File: config.mk
export PLATFORM = sky130hd
export DESIGN_NAME = pmic_ctrl_regs
export DESIGN_NICKNAME = d
export VERILOG_FILES = /design/src/hw/pmic_regs_pkg.sv /design/src/hw/pmic_cond_sync.sv /design/src/hw/pmic_ctrl_regs.sv
export SDC_FILE = /design/constraint.sdc
export NUM_CORES = 1
export LEC_CHECK = 0
export BUFFER_PORTS_ARGS = -buffer_cell sky130_fd_sc_hd__buf_2
export CAP_MARGIN = 20
export CORE_MARGIN = 1.5
export CORE_UTILIZATION = 58
export DETAILED_ROUTE_END_ITERATION = 10
export PLACE_DENSITY = 0.83
export SLEW_MARGIN = 20
export SYNTH_ARGS = -nofsm -noshare
export SYNTH_HDL_FRONTEND = slang
export SYNTH_SLANG_ARGS = --single-unit
File: constraint.sdc
create_clock -name clk -period 2.2 [get_ports clk]
set_input_delay 0.44 -clock clk [delete_from_list [all_inputs] [get_ports clk]]
set_output_delay 0.44 -clock clk [all_outputs]
set_load 0.1 [all_outputs]
File: src/hw/pmic_regs_pkg.sv
// Summary of operation
// - enable bit 5 picks nominal or register-coded levels for converters two and three
// - enable bits 4, 3, 2 switch converters one, two, three on
// - enable bits 1 and 0 switch power outputs one and two on
// - converter runs when its register bit or its enable pin is high
// - adjust bits 3:2 set converter two level: nominal, -5%, -10%, -15%
// - adjust bits 1:0 set converter three level with the same coding
// - level codes apply only while level pin or enable bit 5 is high
// - primary status bit 7 latches on input brownout below 9.3 V
// - primary status is read-only; reading it clears every bit except those whose condition is still active
// - event pin released once all latched flags of both status registers are cleared
// - reading secondary status clears only its bits 5 to 3
package pmic_regs_pkg;

  // ==========================================================
  // register map
  localparam int unsigned ADDR_W     = 8;
  localparam int unsigned DATA_W     = 8;
  localparam logic [7:0] ADDR_ENABLE = 8'h00;
  localparam logic [7:0] ADDR_ADJUST = 8'h01;
  localparam logic [7:0] ADDR_STAT1  = 8'h02;
  localparam logic [7:0] ADDR_STAT2  = 8'h03;
  localparam logic [7:0] RST_ENABLE  = 8'h00;
  localparam logic [7:0] RST_ADJUST  = 8'h00;
  localparam logic [7:0] RST_STAT    = 8'h00;
  localparam logic [7:0] READ_UNMAP  = 8'h00;

  // ==========================================================
  // enable register fields
  localparam int unsigned EN_LEVEL_SEL = 5;
  localparam int unsigned EN_CONV1     = 4;
  localparam int unsigned EN_CONV2     = 3;
  localparam int unsigned EN_CONV3     = 2;
  localparam int unsigned EN_SW1       = 1;
  localparam int unsigned EN_SW2       = 0;

  // ==========================================================
  // adjust register fields
  localparam int unsigned ADJ_CONV2_LSB = 2;
  localparam int unsigned ADJ_CONV3_LSB = 0;
  localparam int unsigned LEVEL_W       = 2;
  localparam logic [1:0] LEVEL_NOMINAL  = 2'h0;

  // ==========================================================
  // status fields
  localparam int unsigned STAT1_W       = 8;
  localparam int unsigned STAT2_LATCH_W = 3;
  localparam int unsigned STAT2_LATCH_LSB = 3;
  localparam int unsigned STAT2_GOOD_W  = 3;
  localparam int unsigned BROWNOUT_BIT  = 7;
  localparam logic [1:0] STAT2_PAD      = 2'h0;

endpackage : pmic_regs_pkg

File: src/hw/pmic_cond_sync.sv
module pmic_cond_sync #(
  parameter int unsigned WIDTH  = 1,
  parameter bit          STICKY = 1'b0
) (
  input  wire logic             clk,
  input  wire logic             rst_b,
  input  wire logic [WIDTH-1:0] raw_i,
  input  wire logic             clear_i,
  output logic      [WIDTH-1:0] value_o
);

  initial begin
    if (WIDTH < 1) begin
      $error("pmic_cond_sync: WIDTH must be at least 1");
    end
  end

  // ==========================================================
  // two-stage synchroniser; stage one is read only by stage two
  logic [WIDTH-1:0] meta_q;
  logic [WIDTH-1:0] sync_q;
  logic [WIDTH-1:0] value_q;
  logic [WIDTH-1:0] value_d;

  always_ff @(posedge clk or negedge rst_b) begin
    if (!rst_b) begin
      meta_q <= '0;
      sync_q <= '0;
    end else begin
      meta_q <= raw_i;
      sync_q <= meta_q;
    end
  end

  // ==========================================================
  // sticky mode: a condition seen during the clearing read survives
  assign value_d = STICKY ? ((value_q & ~{WIDTH{clear_i}}) | sync_q) : sync_q;

  always_ff @(posedge clk or negedge rst_b) begin
    if (!rst_b) begin
      value_q <= '0;
    end else begin
      value_q <= value_d;
    end
  end

  assign value_o = value_q;

endmodule // pmic_cond_sync

File: src/hw/pmic_ctrl_regs.sv
module pmic_ctrl_regs (
  input  wire logic       clk,
  input  wire logic       rst_b,
  input  wire logic [7:0] reg_addr,
  input  wire logic       reg_wr_en,
  input  wire logic [7:0] reg_wdata,
  input  wire logic       reg_rd_en,
  output logic      [7:0] reg_rdata,
  input  wire logic [2:0] conv_en_pin,
  input  wire logic       level_scale_select_pin,
  input  wire logic       brownout_det,
  input  wire logic       thermal_shutdown_det,
  input  wire logic       thermal_warning_det,
  input  wire logic       main_input_lockout_det,
  input  wire logic       conv_supply_lockout_det,
  input  wire logic       switch_supply_lockout_det,
  input  wire logic [1:0] switch_fault_det,
  input  wire logic [2:0] conv_low_det,
  input  wire logic [2:0] conv_good_det,
  output logic            conv1_on,
  output logic            conv2_on,
  output logic            conv3_on,
  output logic            switch1_on,
  output logic            switch2_on,
  output logic      [1:0] conv2_level_code,
  output logic      [1:0] conv3_level_code,
  output logic            event_out,
  output logic            event_oe
);

  // ==========================================================
  // synchronised pins, latched flags and live power-good state
  logic [2:0] pin_sync;
  logic [7:0] stat1_flags;
  logic [2:0] stat2_flags;
  logic [2:0] good_live;
  logic [7:0] stat1_raw;
  logic [3:0] pin_raw;

  assign pin_raw   = {level_scale_select_pin, conv_en_pin};
  assign stat1_raw = {brownout_det,
                      thermal_shutdown_det,
                      thermal_warning_det,
                      main_input_lockout_det,
                      conv_supply_lockout_det,
                      switch_supply_lockout_det,
                      switch_fault_det};

  // ==========================================================
  // address decode shared by the strobes and the read mux
  function automatic logic addr_hit(input logic [7:0] addr, input logic [7:0] target);
    return addr == target;
  endfunction

  logic [3:0] pins_s;
  logic       rd_stat1;
  logic       rd_stat2;

  assign rd_stat1 = reg_rd_en && addr_hit(reg_addr, pmic_regs_pkg::ADDR_STAT1);
  assign rd_stat2 = reg_rd_en && addr_hit(reg_addr, pmic_regs_pkg::ADDR_STAT2);

  pmic_cond_sync #(.WIDTH(4), .STICKY(1'b0)) u_pins (
    .clk     (clk),
    .rst_b   (rst_b),
    .raw_i   (pin_raw),
    .clear_i (1'b0),
    .value_o (pins_s)
  );

  pmic_cond_sync #(.WIDTH(pmic_regs_pkg::STAT1_W), .STICKY(1'b1)) u_stat1 (
    .clk     (clk),
    .rst_b   (rst_b),
    .raw_i   (stat1_raw),
    .clear_i (rd_stat1),
    .value_o (stat1_flags)
  );

  pmic_cond_sync #(.WIDTH(pmic_regs_pkg::STAT2_LATCH_W), .STICKY(1'b1)) u_stat2 (
    .clk     (clk),
    .rst_b   (rst_b),
    .raw_i   (conv_low_det),
    .clear_i (rd_stat2),
    .value_o (stat2_flags)
  );

  // power-good is live state: synchronised, never latched
  pmic_cond_sync #(.WIDTH(pmic_regs_pkg::STAT2_GOOD_W), .STICKY(1'b0)) u_good (
    .clk     (clk),
    .rst_b   (rst_b),
    .raw_i   (conv_good_det),
    .clear_i (1'b0),
    .value_o (good_live)
  );

  assign pin_sync = pins_s[2:0];

  // ==========================================================
  // writable registers
  logic [7:0] enable_control_q;
  logic [7:0] rail_level_adjust_q;
  logic       wr_enable;
  logic       wr_adjust;

  assign wr_enable = reg_wr_en && addr_hit(reg_addr, pmic_regs_pkg::ADDR_ENABLE);
  assign wr_adjust = reg_wr_en && addr_hit(reg_addr, pmic_regs_pkg::ADDR_ADJUST);

  always_ff @(posedge clk or negedge rst_b) begin
    if (!rst_b) begin
      enable_control_q    <= pmic_regs_pkg::RST_ENABLE;
      rail_level_adjust_q <= pmic_regs_pkg::RST_ADJUST;
    end else begin
      if (wr_enable) begin
        enable_control_q <= reg_wdata;
      end
      if (wr_adjust) begin
        rail_level_adjust_q <= reg_wdata;
      end
    end
  end

  // ==========================================================
  // effective enables and levels
  logic       level_apply;
  logic [2:0] conv_on_d;
  logic [1:0] conv2_code_d;
  logic [1:0] conv3_code_d;

  assign conv_on_d = {enable_control_q[pmic_regs_pkg::EN_CONV1],
                      enable_control_q[pmic_regs_pkg::EN_CONV2],
                      enable_control_q[pmic_regs_pkg::EN_CONV3]} | pin_sync;
  assign level_apply = enable_control_q[pmic_regs_pkg::EN_LEVEL_SEL] | pins_s[3];
  assign conv2_code_d = level_apply ?
      rail_level_adjust_q[pmic_regs_pkg::ADJ_CONV2_LSB +: pmic_regs_pkg::LEVEL_W] :
      pmic_regs_pkg::LEVEL_NOMINAL;
  assign conv3_code_d = level_apply ?
      rail_level_adjust_q[pmic_regs_pkg::ADJ_CONV3_LSB +: pmic_regs_pkg::LEVEL_W] :
      pmic_regs_pkg::LEVEL_NOMINAL;

  // ==========================================================
  // read mux; data is the value before any clear of the same read
  logic [7:0] rdata_d;
  logic [7:0] stat2_view;
  logic       any_flag;

  assign stat2_view = {pmic_regs_pkg::STAT2_PAD, stat2_flags, good_live};
  assign rdata_d = addr_hit(reg_addr, pmic_regs_pkg::ADDR_ENABLE) ? enable_control_q :
                   addr_hit(reg_addr, pmic_regs_pkg::ADDR_ADJUST) ? rail_level_adjust_q :
                   addr_hit(reg_addr, pmic_regs_pkg::ADDR_STAT1)  ? stat1_flags :
                   addr_hit(reg_addr, pmic_regs_pkg::ADDR_STAT2)  ? stat2_view :
                   pmic_regs_pkg::READ_UNMAP;
  // once both registers are read with no condition still active every latched bit is gone, so one term serves
  assign any_flag = (|stat1_flags) | (|stat2_flags);

  // ==========================================================
  // output flops
  logic [7:0] reg_rdata_q;
  logic [2:0] conv_on_q;
  logic [1:0] switch_on_q;
  logic [1:0] conv2_code_q;
  logic [1:0] conv3_code_q;
  logic       event_oe_q;

  always_ff @(posedge clk or negedge rst_b) begin
    if (!rst_b) begin
      reg_rdata_q  <= pmic_regs_pkg::RST_STAT;
      conv_on_q    <= 3'h0;
      switch_on_q  <= 2'h0;
      conv2_code_q <= pmic_regs_pkg::LEVEL_NOMINAL;
      conv3_code_q <= pmic_regs_pkg::LEVEL_NOMINAL;
      event_oe_q   <= 1'b0;
    end else begin
      if (reg_rd_en) begin
        reg_rdata_q <= rdata_d;
      end
      conv_on_q    <= conv_on_d;
      switch_on_q  <= {enable_control_q[pmic_regs_pkg::EN_SW1],
                       enable_control_q[pmic_regs_pkg::EN_SW2]};
      conv2_code_q <= conv2_code_d;
      conv3_code_q <= conv3_code_d;
      event_oe_q   <= any_flag;
    end
  end

  assign reg_rdata        = reg_rdata_q;
  assign conv1_on         = conv_on_q[2];
  assign conv2_on         = conv_on_q[1];
  assign conv3_on         = conv_on_q[0];
  assign switch1_on       = switch_on_q[1];
  assign switch2_on       = switch_on_q[0];
  assign conv2_level_code = conv2_code_q;
  assign conv3_level_code = conv3_code_q;
  // open drain: only ever pulls low
  assign event_out        = 1'b0;
  assign event_oe         = event_oe_q;

endmodule // pmic_ctrl_regs

==> reports/results.tsv <==
stage	metric	value	unit
run_status	status	completed	
logic_synthesis	synth_commonest_cells	88 x dfrtp_1, 15 x inv_1, 11 x a21o_1	
grt	grt_use_total	0.1926	
detailed_routing	dr.pass1.iters	6	
setup_path	end_kind	flop	
setup_path	cp_slowest_stage_delay	0.61	ns
timing	finClkSkew	0.004831	ns
setup_path	crit_fanout	8	
detailed_routing	ant_nets	0	
detailed_routing	first_iter_violations	93	
setup_path	worstPathRequired	2.43	ns
timing	tightest_slew	0.5123	ns
logic_synthesis	synth.most_common_cell	dfrtp_1	
logic_synthesis	synth_top_area_cell	dfrtp_1	
timing	period_needed	1.811	ns
grt	grt_remaining_overflow	0	
detailed_routing	vias	1560	
logic_synthesis	ys_warn_count	0	
place	dpl.cell_count	299	
timing	slew_violations	0	
timing	rsz0062_at_grt	no	
logic_synthesis	synth_fp_nets	217	
logic_synthesis	async_flop_share	1.000	
power	p_total	2836	uW
logic_synthesis	netlist_area	0.002980	mm2
floorplan	coreArea	0.004848	mm2
detailed_routing	vias_per_cell	4.952	
run	maxCapViolCount	0	
grt	grt_max_degree	48	
place	post-dp-hpwl	3282	um
logic_synthesis	synth.distinct_cells	26	
clocking	cts.sinks	88	
grt	first_global_vias	1546	
clocking	clock_path_buffers	2	
layout	area_delta_synth_final	17.80	%
clocking	hold_buffers	0	
layout	drive_gt1_frac	0.4073	
clocking	clk_pin_slew	0.08	ns
clocking	cts_made_buffers	9	
logic_synthesis	synth_top_area_frac	0.7389	
layout	finalNonFillerCells	315	
detailed_routing	drt-total-wl	4551	um
setup_path	cp-startpoint	reg_addr[5]	
timing	setup_viol	0	
power	cellLeakagePower	0.001688	uW
floorplan	die_x	74.69	um
place	portBuffers	55	
place	gp_congestion	0.7815	
floorplan	initial_core_util	0.6147	
timing	setup-tns-final	0	ns
clocking	worstSkewPairLatency	0.34	ns
setup_path	cpMostUsedCell	or4_4	
setup_path	worstSetupStartpointType	input pin	
setup_path	path_cells	buf_2 -> or4_4 -> or4_4 -> mux2_4	
clocking	post_cts_resized	0	
setup_path	critPathSlowestCell	or4_4	
setup_path	reg2reg_slack	1.04	ns
timing	fin_crit_sh	0.8233	
logic_synthesis	avgSynthCellArea	16.65	um2
setup_path	reg2reg_to	reg_rdata[4]	
clocking	cts_tree	done	
min_path	min_path_type	input pin to async pin	
place	post-place-ws	0.02732	ns
logic_synthesis	yosys_register_bits	88	
layout	num-nets-final	281	
grt	grt_first_pass_wirelength	7334	um
layout	diodes	0	
detailed_routing	detail_route.wl_per_cell	14.45	um
layout	postLayoutCoreUtil	0.7241	
power	max-vdd-ir-drop	0.5769	mV
power	p_per_area	807.6	mW/mm2
setup_path	endpoint	rail_level_adjust_q[6]	
logic_synthesis	synth_edf_count	0	
detailed_routing	drc_errors	0	
logic_synthesis	synth.area.top_cells	dfrtp_1 74%, mux4_2 4.5%, mux2_4 4.0%, mux2_2 3.0%, a21o_1 2.8%	
grt	antenna_found_initial	0	
floorplan	ios	57	
setup_path	crit_type	input pin to flop	
clocking	cts_setup_buffers	0	
floorplan	dieArea	0.005578	mm2
floorplan	die_h	74.69	um
logic_synthesis	yosysSeqAreaShare	0.7389	
setup_path	worstReg2RegStart	u_stat2.value_o[1]	
setup_path	ff2ff_path_depth	3	
timing	fmax	552.1	MHz
logic_synthesis	synth-main-ff-cell	dfrtp_1	
setup_path	crit_arrival	2.04	ns
clocking	htreeDepth	3	
logic_synthesis	synthCells	179	
timing	hold_violations	0	
timing	slew_headroom	0.6584	
floorplan	rows	25	
clocking	clock-root-buffer	clkbuf_8	
timing	finalWorstSetupSlack	0.3888	ns
per-stage QoR:
stage / hold slack, ns / instance area (um2)
2_1_floorplan: 0.1444 / 2980
3_3_place_gp: 0.3310 / 3346
3_5_place_dp: 0.3347 / 3346
4_1_cts: 0.06254 / 3511
5_1_grt: 0.08495 / 3511
6_report: 0.06044 / 3511
state kept, by name, summed over array words and instances, names as in the netlist:
signal / count
u_pins.sync_q: 4
u_pins.meta_q: 4
u_stat2.meta_q: 3
event_oe: 1
u_good.meta_q: 3
u_stat1.value_o: 8
u_good.value_o: 3
enable_control_q: 8
u_stat1.sync_q: 8
rail_level_adjust_q: 8
reg_rdata: 8
u_stat2.value_o: 3
u_stat2.sync_q: 3
u_stat1.meta_q: 8
conv2_level_code: 2
conv3_level_code: 2
switch_on_q: 2
u_good.sync_q: 3
u_pins.value_o: 4
conv_on_q: 3
area by class of cell:
class                      count  area (um2)
clock buffer                  11       131.4
multi-input combinational     71       690.7
fill                         311        1338
timing repair buffer          58       312.8
inverter                      15       56.30
tap                           67       83.83
sequential                    88        2202
clock inverter                 5       33.78
routing by layer:
layer / GRT usage / vias up / routed length (um)
li1: - / 736 / -
met1: 0.2527 / 757 / 1959
met2: 0.2887 / 53 / 2239
met3: 0.07363 / 14 / 236
met4: 0.09293 / 0 / 116
met5: 0 / - / 0
where the power goes:
part,leakage [uW],switching (uW),internal [uW]
logic,0.000553,140,74.9
clock network,0.0000793,513,408
registers,0.00106,22.2,1680
worst min-delay path by stage:
stage / cells past startpoint / end / from
floorplan: 0 / conv2_level_code[0] / rst_b
global placement: 0 / u_pins.value_o[1] / u_pins.sync_q[1]
detailed placement: 0 / u_stat1.sync_q[2] / u_stat1.meta_q[2]
CTS: 1 / conv3_level_code[0] / rst_b
global route: 1 / conv3_level_code[0] / rst_b
finish: 1 / conv3_level_code[0] / rst_b
critical path, delay by kind of cell:
kind	cells	cell delay, ns
buffers and inverters	1	0.11
AND/OR/NAND/NOR	2	1.16
multiplexers	1	0.34
layout by cell type, fill, tap and decap left out, types with 4 or more instances in the layout:
cell type  synthesis  layout
clkbuf_8           0       9
a21o_1            11      11
nor2b_1            6       6
buf_2              1      54
dfrtp_1           88      88
mux4_2             6       6
mux2_2             8       8
o22ai_1            8       8
inv_1             15      15
mux2_4             8       8
or2_2              4       4
logic make-up (layout without fill, tap and decap cells):
kind of cell / Yosys count / count (layout) / share of synthesized area
simple gates: 25 / 25 / 0.05752
compound gates: 21 / 21 / 0.05038
mux: 24 / 24 / 0.1226
flops: 88 / 88 / 0.7389
buf+inv: 20 / 89 / 0.02938
other cells: 1 / 1 / 0.001258
Note: power is estimated with default switching activity, not from simulation.
